## config.mk

```make
export PLATFORM = sky130hd
export DESIGN_NAME = ssp_device_flat
export DESIGN_NICKNAME = d
export VERILOG_FILES = /design/src/include/ssp_pkg.sv /design/src/include/ssp_if.sv /design/src/design/ssp_gain_decode.sv /design/src/design/ssp_device.sv /design/src/flat_wrapper.sv
export VERILOG_INCLUDE_DIRS = /design/src /design/src/include
export SDC_FILE = /design/constraint.sdc
export NUM_CORES = 1
export LEC_CHECK = 0
export BUFFER_PORTS_ARGS = -buffer_cell sky130_fd_sc_hd__buf_2
export CELL_PAD_IN_SITES_DETAIL_PLACEMENT = 0
export CELL_PAD_IN_SITES_GLOBAL_PLACEMENT = 2
export CORE_MARGIN = 1
export CORE_UTILIZATION = 45
export DETAILED_ROUTE_END_ITERATION = 10
export GPL_TIMING_DRIVEN = 0
export PLACE_DENSITY = 0.88
export SETUP_SLACK_MARGIN = 0.1
export SLEW_MARGIN = 20
export SYNTH_ARGS = -nofsm -noshare
export SYNTH_HDL_FRONTEND = slang
export SYNTH_SLANG_ARGS = --single-unit
```

## constraint.sdc

```tcl
create_clock -name sys_clk -period 2.8 [get_ports sys_clk]
set_input_delay 0.14 -clock sys_clk [delete_from_list [all_inputs] [get_ports sys_clk]]
set_output_delay 0.14 -clock sys_clk [all_outputs]
set_load 0.01 [all_outputs]
```

## src/include/ssp_defines.svh

```systemverilog
// Constants for the sensor setup port and gain select block
`ifndef SSP_DEFINES_SVH
`define SSP_DEFINES_SVH
`define SSP_ADDR_W 5
`define SSP_DATA_W 9
`define SSP_NREGS 32
`define SSP_REG_RST 9'h000
`define SSP_SEL_DEFAULT 4'h0
`define SSP_AV_CTRL 3'h0
`define SSP_AV_WDATA 3'h1
`define SSP_AV_RDATA 3'h2
`define SSP_AV_STATUS 3'h3
`define SSP_AV_SEL 3'h4
`define SSP_CMD_GO 0
`define SSP_CMD_RD 1
`define SSP_CMD_MASTER 2
`define SSP_CTRL_ADDR_LSB 8
`define SSP_OFFS_0 8'sh00
`define SSP_OFFS_P30 8'sh1e
`define SSP_OFFS_P60 8'sh3c
`define SSP_OFFS_P90 8'sh5a
`define SSP_OFFS_N30 (-8'sh1e)
`define SSP_OFFS_N60 (-8'sh3c)
`define SSP_OFFS_N90 (-8'sh5a)
`endif

```

## src/include/ssp_pkg.sv

```systemverilog
// Types shared by both ends of the setup port
`default_nettype none
package ssp_pkg;
`include "ssp_defines.svh"
   typedef logic [`SSP_ADDR_W-1:0] ssp_addr_type;
   typedef logic [`SSP_DATA_W-1:0] ssp_data_type;
   typedef logic [3:0] ssp_sel_type;
   // Gain factors of the decoded setting
   typedef enum {
      SSP_G1_00, SSP_G1_33, SSP_G2_00, SSP_G4_00, SSP_G_NA
   } ssp_gain_type;
endpackage : ssp_pkg
`default_nettype wire

```

## src/include/ssp_if.sv

```systemverilog
// Pin interface between the sensor setup port and its controller
`timescale 1ns/1ps
`default_nettype none
`include "ssp_defines.svh"
interface ssp_if;
   import ssp_pkg::*;
   logic cs_n;
   logic wr_n;
   ssp_pkg::ssp_addr_type addr;
   ssp_pkg::ssp_data_type data_h;
   logic data_h_oe;
   ssp_pkg::ssp_data_type data_d;
   logic data_d_oe;
   logic master;
   logic gain_sel_hi;
   logic gain_sel_lo;
   logic offs_sel_hi;
   logic offs_sel_lo;
   // Resolved level of the shared data lines
   wire [`SSP_DATA_W-1:0] data =
      data_d_oe ? data_d : (data_h_oe ? data_h : '0);
   modport dev (
      input cs_n, wr_n, addr, data_h, data_h_oe, master,
      input gain_sel_hi, gain_sel_lo, offs_sel_hi, offs_sel_lo,
      output data_d, data_d_oe
   );
   modport host (
      output cs_n, wr_n, addr, data_h, data_h_oe, master,
      output gain_sel_hi, gain_sel_lo, offs_sel_hi, offs_sel_lo,
      input data_d, data_d_oe
   );
endinterface : ssp_if
`default_nettype wire

```

## src/design/ssp_gain_decode.sv

```systemverilog
// Decoder of the four gain and offset select bits
`timescale 1ns/1ps
`default_nettype none
`include "ssp_defines.svh"
module ssp_gain_decode (
   input wire ssp_pkg::ssp_sel_type sel,
   output ssp_pkg::ssp_gain_type gain,
   output logic signed [7:0] offs_cv,
   output logic valid
);
   import ssp_pkg::*;

   // Code to gain and offset in centivolts; NA codes flagged
   always_comb begin
      gain = SSP_G_NA;
      offs_cv = `SSP_OFFS_0;
      valid = 1'b1;
      unique case (sel)
         4'h0: begin
            gain = SSP_G1_00;
            offs_cv = `SSP_OFFS_0;
         end
         4'h1: begin
            gain = SSP_G1_33;
            offs_cv = `SSP_OFFS_P30;
         end
         4'h2: begin
            gain = SSP_G2_00;
            offs_cv = `SSP_OFFS_P60;
         end
         4'h3: begin
            gain = SSP_G4_00;
            offs_cv = `SSP_OFFS_P90;
         end
         4'h4: begin
            gain = SSP_G4_00;
            offs_cv = `SSP_OFFS_N30;
         end
         4'h6: begin
            gain = SSP_G4_00;
            offs_cv = `SSP_OFFS_N90;
         end
         4'h7: begin
            gain = SSP_G2_00;
            offs_cv = `SSP_OFFS_N60;
         end
         4'h9: begin
            gain = SSP_G1_33;
            offs_cv = `SSP_OFFS_N30;
         end
         default: begin
            valid = 1'b0;
         end
      endcase
   end
endmodule : ssp_gain_decode
`default_nettype wire

```

## src/design/ssp_device.sv

```systemverilog
// Device end: setup register file, data line direction, gain select
`timescale 1ns/1ps
`default_nettype none
`include "ssp_defines.svh"
module ssp_device (
   input wire logic sys_clk,
   input wire logic rst_n,
   ssp_if.dev pins,
   output ssp_pkg::ssp_gain_type gain,
   output logic signed [7:0] offs_cv,
   output logic sel_valid,
   output logic is_master
);
   import ssp_pkg::*;

   ////////////////////////////////////////////////////////////////////
   // Storage and state

   // Setup register file, contents not reset
   ssp_data_type regs [`SSP_NREGS];

   // Chip select level at the edge before
   logic cs_prev;

   // Select code in use
   ssp_sel_type sel;

   // Decoder outputs for the code in use
   ssp_gain_type dec_gain;
   logic signed [7:0] dec_offs;
   logic dec_valid;

   ////////////////////////////////////////////////////////////////////
   // Helpers

   // Chip select at its active low level
   function automatic logic ssp_selected(
      input logic cs_n
   );
      return !cs_n;
   endfunction : ssp_selected

   // Direction input at write
   function automatic logic ssp_dir_write(
      input logic wr_n
   );
      return !wr_n;
   endfunction : ssp_dir_write

   // Write strobe needs select high the cycle before
   function automatic logic ssp_write_strobe(
      input logic cs_n,
      input logic wr_n,
      input logic cs_was
   );
      return ssp_selected(cs_n) && ssp_dir_write(wr_n) && cs_was;
   endfunction : ssp_write_strobe

   // Read select: selected with the direction at read
   function automatic logic ssp_read_select(
      input logic cs_n,
      input logic wr_n
   );
      return ssp_selected(cs_n) && !ssp_dir_write(wr_n);
   endfunction : ssp_read_select

   ////////////////////////////////////////////////////////////////////
   // Cycle decode

   // Strobes of the current pin state
   wire wr_hit = ssp_write_strobe(pins.cs_n, pins.wr_n,
                                  cs_prev);
   wire rd_sel = ssp_read_select(pins.cs_n,
                                 pins.wr_n);

   // External control taken only in slave mode
   wire slave = !pins.master;

   // Live select code, gain bits above offset bits
   wire [3:0] live_sel = {pins.gain_sel_hi, pins.gain_sel_lo,
                          pins.offs_sel_hi, pins.offs_sel_lo};

   ////////////////////////////////////////////////////////////////////
   // Next values

   // Select follows the pins in slave mode, holds in master mode
   wire [3:0] next_sel = slave ? live_sel : sel;

   // Data lines driven only through a read cycle
   wire next_data_oe = rd_sel;

   // Addressed register for the read drive
   wire [`SSP_DATA_W-1:0] next_data = regs[pins.addr];

   ////////////////////////////////////////////////////////////////////
   // Setting decoder

   // Gain and offset of the code in use
   ssp_gain_decode u_dec (
      .sel(sel),
      .gain(dec_gain),
      .offs_cv(dec_offs),
      .valid(dec_valid)
   );

   ////////////////////////////////////////////////////////////////////
   // Register file

   // Store on the one low write cycle
   always_ff @(posedge sys_clk) begin
      if (wr_hit) begin
         regs[pins.addr] <= pins.data_h;
      end
   end

   ////////////////////////////////////////////////////////////////////
   // Pin state

   // Chip select history, idle high after reset
   always_ff @(posedge sys_clk) begin
      if (!rst_n) begin
         cs_prev <= 1'b1;
      end else begin
         cs_prev <= pins.cs_n;
      end
   end

   // Mode pin copy
   always_ff @(posedge sys_clk) begin
      if (!rst_n) begin
         is_master <= 1'b0;
      end else begin
         is_master <= pins.master;
      end
   end

   // Select code, default setting after reset
   always_ff @(posedge sys_clk) begin
      if (!rst_n) begin
         sel <= `SSP_SEL_DEFAULT;
      end else begin
         sel <= next_sel;
      end
   end

   ////////////////////////////////////////////////////////////////////
   // Data line drive

   // Output enable of the data lines
   always_ff @(posedge sys_clk) begin
      if (!rst_n) begin
         pins.data_d_oe <= 1'b0;
      end else begin
         pins.data_d_oe <= next_data_oe;
      end
   end

   // Value on the data lines
   always_ff @(posedge sys_clk) begin
      if (!rst_n) begin
         pins.data_d <= `SSP_REG_RST;
      end else begin
         pins.data_d <= next_data;
      end
   end

   ////////////////////////////////////////////////////////////////////
   // Decoded setting

   // Gain factor
   always_ff @(posedge sys_clk) begin
      if (!rst_n) begin
         gain <= SSP_G1_00;
      end else begin
         gain <= dec_gain;
      end
   end

   // Offset in centivolts
   always_ff @(posedge sys_clk) begin
      if (!rst_n) begin
         offs_cv <= `SSP_OFFS_0;
      end else begin
         offs_cv <= dec_offs;
      end
   end

   // Setting valid flag
   always_ff @(posedge sys_clk) begin
      if (!rst_n) begin
         sel_valid <= 1'b1;
      end else begin
         sel_valid <= dec_valid;
      end
   end
endmodule : ssp_device
`default_nettype wire

```

## src/flat_wrapper.sv

```systemverilog
// flat-port wrapper written by rule: the top's interface ports become plain ports
module ssp_device_flat import ssp_pkg::*;
  (sys_clk, rst_n, gain, offs_cv, sel_valid, is_master, pins_cs_n, pins_wr_n, pins_addr, pins_data_h, pins_data_h_oe, pins_master, pins_gain_sel_hi, pins_gain_sel_lo, pins_offs_sel_hi, pins_offs_sel_lo, pins_data_d, pins_data_d_oe);
  ssp_if pins_i ();
  input wire logic sys_clk;
  input wire logic rst_n;
  output ssp_pkg::ssp_gain_type gain;
  output logic signed [7:0] offs_cv;
  output logic sel_valid;
  output logic is_master;
  input wire logic [$bits(pins_i.cs_n)-1:0] pins_cs_n;
  input wire logic [$bits(pins_i.wr_n)-1:0] pins_wr_n;
  input wire logic [$bits(pins_i.addr)-1:0] pins_addr;
  input wire logic [$bits(pins_i.data_h)-1:0] pins_data_h;
  input wire logic [$bits(pins_i.data_h_oe)-1:0] pins_data_h_oe;
  input wire logic [$bits(pins_i.master)-1:0] pins_master;
  input wire logic [$bits(pins_i.gain_sel_hi)-1:0] pins_gain_sel_hi;
  input wire logic [$bits(pins_i.gain_sel_lo)-1:0] pins_gain_sel_lo;
  input wire logic [$bits(pins_i.offs_sel_hi)-1:0] pins_offs_sel_hi;
  input wire logic [$bits(pins_i.offs_sel_lo)-1:0] pins_offs_sel_lo;
  output wire logic [$bits(pins_i.data_d)-1:0] pins_data_d;
  output wire logic [$bits(pins_i.data_d_oe)-1:0] pins_data_d_oe;
  assign pins_i.cs_n = pins_cs_n;
  assign pins_i.wr_n = pins_wr_n;
  assign pins_i.addr = pins_addr;
  assign pins_i.data_h = pins_data_h;
  assign pins_i.data_h_oe = pins_data_h_oe;
  assign pins_i.master = pins_master;
  assign pins_i.gain_sel_hi = pins_gain_sel_hi;
  assign pins_i.gain_sel_lo = pins_gain_sel_lo;
  assign pins_i.offs_sel_hi = pins_offs_sel_hi;
  assign pins_i.offs_sel_lo = pins_offs_sel_lo;
  assign pins_data_d = pins_i.data_d;
  assign pins_data_d_oe = pins_i.data_d_oe;
  ssp_device u_core (.sys_clk(sys_clk), .rst_n(rst_n), .pins(pins_i), .gain(gain), .offs_cv(offs_cv), .sel_valid(sel_valid), .is_master(is_master));
endmodule
```

Word-level counts from Yosys, hierarchy flattened
Memory sizes are Yosys's and may differ from the RTL's. A register that Yosys moved wholly into a read port is not among the register bits. Cells that the tools add are included.

Mux-type cells: 5. Reductions and logical operators: 12. Eq/ne operators: 7.

Operators by type and width (number): $pmux 8 s6 (1); $eq 4x3->1 const B (3); $pmux 3 s4 (1); $eq 4x2->1 const B (2); $reduce_or 8->1 (1); $reduce_or 2->1 (3); $eq 4x1->1 const B (1); $eq 4x4->1 const B (1); $logic_not 4->1 (1); $logic_and 1x1->1 (3); $logic_not 1->1 (3); $mux 1 (3); $reduce_or 3->1 (1).

Memories: 1. Bits in writable memories: 288. Register bits after elaboration: 48. Output and inout bits: 52.

Memories: u_core.regs (depth 32, width 9, rd ports 1, clocked after memory_dff 1, wr ports 1, RTL line ssp_device.sv:20) `` ssp_data_type regs [`SSP_NREGS]; ``.

Logic depth before layout (Yosys ltp)
Gate-level depths: netlist of run 1.

Word-level depth: 5. Mapped depth: 7. Depth with buffers taken out: 4.

Modules after synthesis
A second synthesis of run 1 with hierarchy kept.

Cells, all modules: 807. Area total of the unflattened synthesis: 13151.4 µm².

By module, submodules not included: ssp_device (instances 1, area each 12781.0 µm², cells an instance 750, seq. area each 9789.4 µm²); ssp_gain_decode (instances 1, area each 370.4 µm², cells an instance 57, seq. area each 0.0 µm²).

Least setup slack after synthesis of run 1
No wires, ideal clock.

Path type: in2reg. From: input port pins_addr[1]. To: memory u_core.regs[26][0] (netlist bit), enable pin. Path buffers: 3. Setup slack: 0.737 ns. Arrival: 1.676 ns. Stages: 5. Path through: clkbuf_1 > buf_2 > buf_2 > nand2_1 > nor3_1.

RTL lines: from (decl) (RTL line flat_wrapper.sv:13) `input wire logic [$bits(pins_i.addr)-1:0] pins_addr;`; to (decl) (RTL line ssp_device.sv:20).

Straight into the memory's write port.

Worst setup path after layout of run 1
From: register u_core.cs_prev. To: memory u_core.regs[18][2] (netlist bit), enable pin.

Cells in the longest elaborated chain, start to end: 3.

Ends and longest elaborated chain: from (decl) (RTL line ssp_device.sv:23) `logic cs_prev;`; from (signal assigned) (RTL line ssp_device.sv:124) `cs_prev <= pins.cs_n;`; $logic_and 1x1->1 (RTL line ssp_device.sv:56) `return ssp_selected(cs_n) && ssp_dir_write(wr_n) && cs_was;`; $mux 1 (RTL line ssp_device.sv:111) `if (wr_hit) begin`; $mux 1 (implied by the code) (RTL line ssp_device.sv:112) `regs[pins.addr] <= pins.data_h;`.

Every way passes these cells.

==> results of run 1 <==
[layer usage]
metal | up-vias | track usage | wire length (µm)
li1 | 3049 | - | -
met5 | - | 0 | 0
met4 | 0 | 0.0511 | 570
met2 | 213 | 0.303 | 12200
met1 | 3222 | 0.253 | 11300
met3 | 34 | 0.0239 | 1380
[timing repair]
action,in CTS,in global routing
endpoints found under the hold margin,10,0
hold buffers,9,0
buffers inserted,0,0
setup endpoints to repair,0,0
[cells in the final DEF (no fill, tap or decap), types with 6 or more instances in the layout]
master / n
clkbuf_16: 31
clkinv_2: 7
buf_2: 63
buf_4: 32
o22ai_1: 73
edfxtp_1: 288
nor2_1: 34
nand2b_1: 6
dlygate4sd3_1: 9
a21boi_1: 9
clkbuf_1: 24
mux2i_1: 149
clkinv_1: 6
nand2_1: 8
conb_1: 30
nor4_1: 18
dfxtp_1: 26
[metrics by stage]
stage	total power, mW	area [µm²]
2_1_floorplan	5.57	12400
3_3_place_gp	5.77	13000
3_5_place_dp	5.77	13000
4_1_cts	9.59	14100
5_1_grt	9.82	14100
6_report	9.54	14100
[critical path, stage by stage (launching register included)]
cell and delay (ns):
dfxtp_1 0.31, nor4b_1 0.48, nand2_1 0.43, nor2_1 0.79
[worst paths after layout]
kind                        end  slack, ns
max          u_core.regs[18][2]       0.41
min          u_core.regs[11][6]       0.13
max reg2reg  u_core.regs[18][2]       0.41
min reg2reg   u_core.offs_cv[2]       0.58
[final cells by class]
cell class	count	area (µm²)
Buffer	73	422
Clock buffer	43	861
Clock inverter	15	96.3
Fill cell	2172	12800
Inverter	3	11.3
Multi-Input combinational cell	373	2810
Sequential cell	314	9170
Tap cell	341	427
Timing Repair Buffer	51	300
[registers in the layout (all words and copies together), names as in the netlist, 3 cells and up]
name and flops:
u_core.offs_cv 6, u_core.regs 288, u_core.pins.data_d 9, u_core.sel 4, u_core.gain 3
[kinds of logic after synthesis]
group | after synthesis
flops | 314
buf+inv | 76
simple gates | 104
compound gates | 89
mux | 149
xor+xnor | 1
other cells | 1
[where the power goes]
group,switching (mW),internal [mW]
combinational,0.329,0.190
clock,1.63,2.22
sequential,0.0117,5.16
==> flow_summary.json, run 1 <==
{
  "cts_tree": "yes",
  "synth_warnings": 0,
  "ctsHtreeMaxLevel": 1,
  "yosys.area_share.simple": 0.0494,
  "netlist_instances": 734,
  "syn2layout_area_growth_pct": 14.8,
  "num_vias": 6518,
  "finalCritPeriodShare": 0.855,
  "grtUsageTotal": 0.182,
  "tightest_slew_ns": 1.00,
  "skew_ns": 0.0136,
  "setup.worst_path.start": "u_core.cs_prev",
  "power.density_nw_per_um2": 677,
  "synth_top_area_share": 0.704,
  "post_synth_mux_area_share": 0.121,
  "antenna_found_initial": 0,
  "ctsResizeCount": 0,
  "rsz0062_at_grt": "no",
  "ant_nets": 0,
  "synth_compound_area_frac": 0.0462,
  "hp-class": "in -> reg",
  "drt_wl_total_mm": 25.4,
  "clkTransAtPathRegs_ns": 0.06,
  "first_global_vias": 6245,
  "drv_slew": 0,
  "final_util": 0.524,
  "wire_per_inst_um": 21.0,
  "r2r_cells": 3,
  "stdcell_count": 1213,
  "cp-start-kind": "flip-flop",
  "die_area_um2": 28000,
  "synth_fa_ha_area_frac": 0,
  "ys_ff_latch": 314,
  "dp.cells": 1146,
  "grt-ovfl-total": 0,
  "vdd_drop_max_mv": 0.479,
  "synth_area_per_cell_um2": 16.7,
  "grt_max_degree": 33,
  "yosysSeqAreaShare": 0.747,
  "core_um2": 26900,
  "layout-drive-gt1-share": 0.167,
  "r2r-start": "u_core.cs_prev",
  "dp.final_hpwl_mm": 17.0,
  "hold_viol": 0,
  "drc_errors": 0,
  "synth_top_cell_by_area": "edfxtp_1",
  "setup-violations-final": 0,
  "worst_slack_ns": 0.406,
  "synth-main-ff-cell": "edfxtp_1",
  "p_leak_nw": 5.08,
  "cp.arrival_ns": 2.57,
  "gp_congestion": 0.829,
  "synth_xor_xnor_area_share": 0.000713,
  "nets": 871,
  "synth_area_um2": 12300,
  "synthTopCellsByCount": "edfxtp_1, mux2i_1, o22ai_1, nor2_1, buf_4",
  "synth_most_common_cell": "edfxtp_1",
  "critical_path_class": "reg -> reg",
  "synth_top_family_by_area": "multiplexers",
  "finalCriticalPeriod_ns": 2.39,
  "cp.required_ns": 2.97,
  "cts-root-buf": "clkbuf_16",
  "cts_made_buffers": 31,
  "initial_core_util": 0.457,
  "drt-pass1-iter-count": 5,
  "synth_cell_types": 36,
  "die_h_um": 167,
  "timing.setup.tns_ns": 0,
  "drt-vias-per-instance": 5.37,
  "io_buffers": 42,
  "n_antenna_cell": 0,
  "ios": 76,
  "synth_edf_count": 288,
  "cts_buffer_depth": 3,
  "run_status": "finished clean",
  "synthArstFlopShare": 0,
  "synthTopCellsByArea": "edfxtp_1, mux2i_1, dfxtp_1",
  "preCtsSetupSlack_ns": 0.0719,
  "cp_max_fo": 9,
  "rows": 60,
  "whs_ns": 0.133,
  "grt_pass1_wl_mm": 38.0,
  "endpoint_kind": "flip-flop",
  "whs_path_depth": 1,
  "cts.sinks": 314,
  "die_x_um": 167,
  "drt_iter0_drc": 497,
  "hp-start": "pins_data_h[6]",
  "max_freq_mhz": 418,
  "worstSkewPairLatency_ns": 0.56,
  "maxCapViolations": 0,
  "slew_headroom": 0.327
}
Note: power is estimated with default switching activity, not from simulation.
==> run 2, diff against run 1 <==
- ABC_AREA: default -> 1
- CORE_UTILIZATION: 45 -> 40
==> run 2 against run 1 <==
Net effect:
- design area is 8.6% higher
- sequential share of layout area shrank 5.2 points
- power rose by 9.4%
- non-clock buffer count is 10 higher
- utilization down 5.4 points
- sequential cell count is the same
- wire length is 33% higher
- synthesized area grew 7.6%
- count of clock-buffer cells in the layout increased by 3
- register-to-register slack lost 0.03 ns
- hold slack gained 0.037 ns
- sequential power is essentially flat
- critical endpoint is now u_core.regs[2][1]
==> flow_summary.json, run 2 <==
{
  "die_area_um2": 33800,
  "stdcell_count": 1861,
  "final_util": 0.470,
  "dp.final_hpwl_mm": 21.6,
  "ios": 76,
  "r2r_cells": 4,
  "grt_max_degree": 33,
  "r2r_slack_ns": 0.38,
  "synth_top_area_share": 0.654,
  "whs_path_depth": 6,
  "core_um2": 32500,
  "rr_endpoint": "u_core.regs[2][1]",
  "nets": 1416,
  "drt-pass1-iter-count": 6,
  "die_h_um": 184,
  "total_power_mw": 10.4,
  "tightest_slew_ns": 0.940,
  "finalCriticalPeriod_ns": 2.46,
  "finalCritPeriodShare": 0.878,
  "endpoint_kind": "flip-flop",
  "initial_core_util": 0.406,
  "p_leak_nw": 6.49,
  "layout_commonest_cell": "nand2_1",
  "vdd_drop_max_mv": 0.529,
  "largest_register_ffs": 288,
  "synth_most_common_cell": "nand2_1",
  "cts_made_buffers": 35,
  "synthArstFlopShare": 0,
  "hp-class": "in -> reg",
  "grt-ovfl-total": 0,
  "ant_nets": 0,
  "slew_headroom": 0.371,
  "synth_edf_count": 288,
  "synth_top_cell_by_area": "edfxtp_1",
  "critical_path_class": "in -> reg",
  "placed_cell_area_um2": 14100,
  "drt_wl_total_mm": 33.7,
  "drt_iter0_drc": 650,
  "timing.setup.tns_ns": 0,
  "cp_max_fo": 9,
  "ys_ff_latch": 314,
  "whs_ns": 0.170,
  "synth_cell_types": 21,
  "n_antenna_cell": 0,
  "gp_congestion": 0.850,
  "cp.arrival_ns": 2.60,
  "io_buffers": 40,
  "hp-start": "pins_addr[2]",
  "synth_area_um2": 13200,
  "hold_viol": 0,
  "maxCapViolations": 0,
  "syn2layout_area_growth_pct": 15.8,
  "layout-drive-gt1-share": 0.135,
  "min_to": "u_core.pins.data_d[5]",
  "yosysSeqAreaShare": 0.694,
  "run_status": "finished clean",
  "worstSkewPairLatency_ns": 0.52,
  "cp.required_ns": 2.95,
  "rsz0062_at_grt": "no",
  "regMostFlops": "u_core.regs",
  "cp-start-kind": "primary input",
  "power.density_nw_per_um2": 682,
  "reg_top3": "u_core.regs x288, u_core.pins.data_d x9, u_core.offs_cv x6",
  "grtUsageTotal": 0.204,
  "skew_ns": 0.0140,
  "cts-root-buf": "clkbuf_16",
  "cts.sinks": 314,
  "grt_pass1_wl_mm": 50.0,
  "setup-violations-final": 0,
  "cts_tree": "yes",
  "r2r-start": "u_core.cs_prev",
  "synth-main-ff-cell": "edfxtp_1",
  "wire_per_inst_um": 18.1,
  "drv_slew": 0,
  "layout_common_cells": "nand2_1, edfxtp_1, buf_2",
  "rows": 66,
  "netlist_instances": 1278,
  "drc_errors": 0,
  "synth_area_per_cell_um2": 10.3,
  "clkTransAtPathRegs_ns": 0.06,
  "ctsHtreeMaxLevel": 2,
  "first_global_vias": 8224,
  "max_freq_mhz": 407,
  "nFillCells": 3055,
  "die_x_um": 184,
  "cts_buffer_depth": 3,
  "synthTopCellsByArea": "edfxtp_1, nand2_1, dfxtp_1",
  "synthTopCellsByCount": "nand2_1, edfxtp_1, nor2_1, buf_4, nand3_1",
  "worst_slack_ns": 0.343,
  "drt-vias-per-instance": 4.71,
  "synth_warnings": 0,
  "design_area_um2": 15300,
  "num_vias": 8767,
  "preCtsSetupSlack_ns": 0.113,
  "antenna_found_initial": 0,
  "dp.cells": 1789
}
-- run 2: cell families (layout without fill, tap and decap cells) --
family	Yosys count	after routing	share of synthesized area
compound gates	20	20	0.00776
flops	314	314	0.694
buf+inv	114	226	0.0508
other cells	1	30	0.000284
simple gates	829	829	0.247
-- run 2: metal layers --
metal  up-vias  global-route usage  routed length [µm]
li1       4327                   -                   -
met1      4143               0.290               15600
met2       254               0.325               15600
met3        43              0.0333                1850
met4         0              0.0550                 664
met5         -                   0                   0
-- run 2: area by class of cell --
cell class	count	area, µm²	share of cell area
clock inverter	18	199	0.0130
buffer	86	567	0.0370
clock buffer	46	947	0.0619
timing repair buffer	48	280	0.0183
tap	442	553	0.0361
multi-input combinational	879	3490	0.228
inverter	28	105	0.00687
sequential	314	9170	0.599
-- run 2: where the power goes --
group	switching (mW)	total, mW	leakage [nW]	internal, mW
logic	0.495	0.695	3.12	0.201
clock network	1.81	4.57	0.562	2.76
registers	0.0105	5.17	2.80	5.16
-- run 2: timing repair --
| action | in CTS | in global routing |
|---|---|---|
| buffers inserted | 0 | 0 |
| endpoints found under the setup margin | 0 | 9 |
| hold endpoints to repair | 8 | 0 |
| hold buffers | 8 | 0 |
| resized for setup | 0 | 1 |
-- run 2: how the worst max path moves through the flow --
| stage | start | to | slack [ns] | cells after the start |
|---|---|---|---|---|
| finish | pins_wr_n | u_core.regs[2][1] | 0.34 | 7 |
| global route | pins_wr_n | u_core.regs[2][1] | 0.12 | 7 |
| CTS | pins_wr_n | u_core.regs[6][1] | 0.24 | 7 |
| detailed placement | pins_addr[1] | u_core.regs[6][7] | 0.11 | 5 |
| global placement | pins_addr[1] | u_core.regs[1][7] | 0.12 | 6 |
| floorplan | pins_addr[2] | u_core.regs[0][0] | 1.16 | 4 |
-- run 2: worst max-delay path, cell delays in order --
cell	delay, ns
dlygate4sd3_1	0.53
buf_2	0.12
inv_1	0.06
nand2_1	0.05
nor2_1	0.23
nand3_1	0.58
nor2_1	0.89
==> run 3, diff against run 2 <==
- PLACE_DENSITY: 0.88 -> 0.78
==> run 3 against run 2 <==
Net effect:
- sequential share of layout area is 0.43 points lower
- via count is 0.16% lower
- global-route usage is 0.96 points higher
- clock power is 4% higher
- combinational power is 2% higher
- hold slack better by 0.065 ns
- sequential cell count stayed put
- die area stayed put
- count of clock-buffer cells in the layout is 8 higher
- critical path type unchanged
- critical endpoint is now u_core.regs[28][5]
- highest routed layer unchanged
==> flow_summary.json, run 3 (synthesis gave the netlist of run 2 again) <==
{
  "layout-drive-gt1-share": 0.135,
  "slew_headroom": 0.327,
  "rows": 66,
  "drt_iter0_drc": 654,
  "rsz0062_at_grt": "no",
  "power.density_nw_per_um2": 689,
  "postCtsHoldBufs": 13,
  "hold_viol": 0,
  "vdd_drop_max_mv": 0.465,
  "worstSkewPairLatency_ns": 0.52,
  "grt_pass1_wl_mm": 51.8,
  "endpoint_kind": "flip-flop",
  "core_um2": 32500,
  "die_area_um2": 33800,
  "die_x_um": 184,
  "p_leak_nw": 6.54,
  "cp-start-kind": "primary input",
  "drt-pass1-iter-count": 5,
  "postCtsSetupBuffers": 0,
  "total_power_mw": 10.6,
  "dp.final_hpwl_mm": 22.6,
  "cts_buffer_depth": 3,
  "wire_per_inst_um": 18.8,
  "n_antenna_cell": 0,
  "layout_common_cells": "nand2_1, edfxtp_1, buf_2",
  "power.internal_mw": 8.27,
  "finalCritPeriodShare": 0.945,
  "run_status": "finished clean",
  "whs_ns": 0.235,
  "drt_wl_total_mm": 35.1,
  "die_h_um": 184,
  "gp_congestion": 0.827,
  "hp-class": "in -> reg",
  "dp.cells": 1789,
  "num_vias": 8753,
  "initial_core_util": 0.406,
  "cts-root-buf": "clkbuf_16",
  "first_global_vias": 8191,
  "power_frac_clock": 0.447,
  "drt-vias-per-instance": 4.69,
  "cp.arrival_ns": 2.78,
  "ctsResizeCount": 0,
  "placed_cell_area_um2": 14100,
  "comb_power_share": 0.067,
  "nFillCells": 3074,
  "drc_errors": 0,
  "skew_ns": 0.0197,
  "clkTransAtPathRegs_ns": 0.06,
  "p_switching_mw": 2.35,
  "ant_nets": 0,
  "reg_top3": "u_core.regs x288, u_core.pins.data_d x9, u_core.offs_cv x6",
  "p_sw_frac": 0.221,
  "syn2layout_area_growth_pct": 16.7,
  "grt-ovfl-total": 0,
  "grt_max_degree": 33,
  "finalCriticalPeriod_ns": 2.65,
  "design_area_um2": 15400,
  "cts_made_buffers": 36,
  "setup-violations-final": 0,
  "ios": 76,
  "max_freq_mhz": 378,
  "cts.sinks": 314,
  "critical_path_class": "in -> reg",
  "drv_slew": 0,
  "tightest_slew_ns": 1.01,
  "grtUsageTotal": 0.214,
  "largest_register_ffs": 288,
  "regMostFlops": "u_core.regs",
  "cp.required_ns": 2.93,
  "layout_commonest_cell": "nand2_1",
  "antenna_found_initial": 0,
  "maxCapViolations": 0,
  "nets": 1422,
  "cp_max_fo": 9,
  "seqPwrFrac": 0.486,
  "io_buffers": 40,
  "ctsHtreeMaxLevel": 2,
  "stdcell_count": 1868,
  "cts_tree": "yes",
  "timing.setup.tns_ns": 0
}
## run 3: changes by cell type in the layout (fill, tap and decap cells not counted), sizes merged
cell and delta:
bufinv -1, clkbuf +8, clkinv -1, clkinvlp -1
dlygate4sd3 +5, inv -3
## run 3: per-stage QoR
stage	worst slack (ns)	util
after floorplan	1.16	-
after global placement	0.0122	0.433
after global routing	0.118	0.474
after detailed placement	-0.0512	0.433
after CTS	0.165	0.474
final	0.154	0.474
## run 3: cell type report
| class | instances | area [µm²] | area share |
|---|---|---|---|
| Clock buffer | 54 | 1060 | 0.0688 |
| Buffer | 86 | 567 | 0.0368 |
| Timing Repair Buffer | 53 | 330 | 0.0214 |
| Clock inverter | 12 | 149 | 0.00966 |
| Tap cell | 442 | 553 | 0.0359 |
| Multi-Input combinational cell | 879 | 3480 | 0.226 |
| Inverter | 28 | 105 | 0.00682 |
| Sequential cell | 314 | 9170 | 0.595 |
## run 3: routing by layer
| layer | GRT usage | vias to the layer above | wire (µm) |
|---|---|---|---|
| met1 | 0.319 | 4162 | 17100 |
| met4 | 0.0537 | 0 | 685 |
| li1 | - | 4338 | - |
| met2 | 0.329 | 207 | 15700 |
| met3 | 0.0275 | 46 | 1610 |
| met5 | 0 | - | 0 |
## run 3: path summary, 6_finish.rpt
path | from | to | slack, ns | depth (start not counted)
max reg2reg | u_core.cs_prev | u_core.regs[28][5] | 0.19 | 4
min reg2reg | u_core.sel[1] | u_core.offs_cv[4] | 0.57 | 2
max | pins_wr_n | u_core.regs[28][5] | 0.15 | 7
min | pins_data_h[0] | u_core.regs[25][0] | 0.23 | 1
## run 3: worst max-delay path: stages
cell	delay, ns
dlygate4sd3_1	0.53
buf_2	0.11
inv_1	0.06
nand2_1	0.05
nor2_1	0.26
nand3_1	0.62
nor2_1	1.00
## run 3: power by group through the flow
stage | Clock, mW | Combinational, mW | Sequential (mW)
floorplan | 0 | 0.388 | 5.28
global placement | 0 | 0.693 | 5.27
detailed placement | 0 | 0.695 | 5.27
CTS | 4.82 | 0.713 | 5.17
global route | 5.00 | 0.785 | 5.17
finish | 4.75 | 0.708 | 5.17
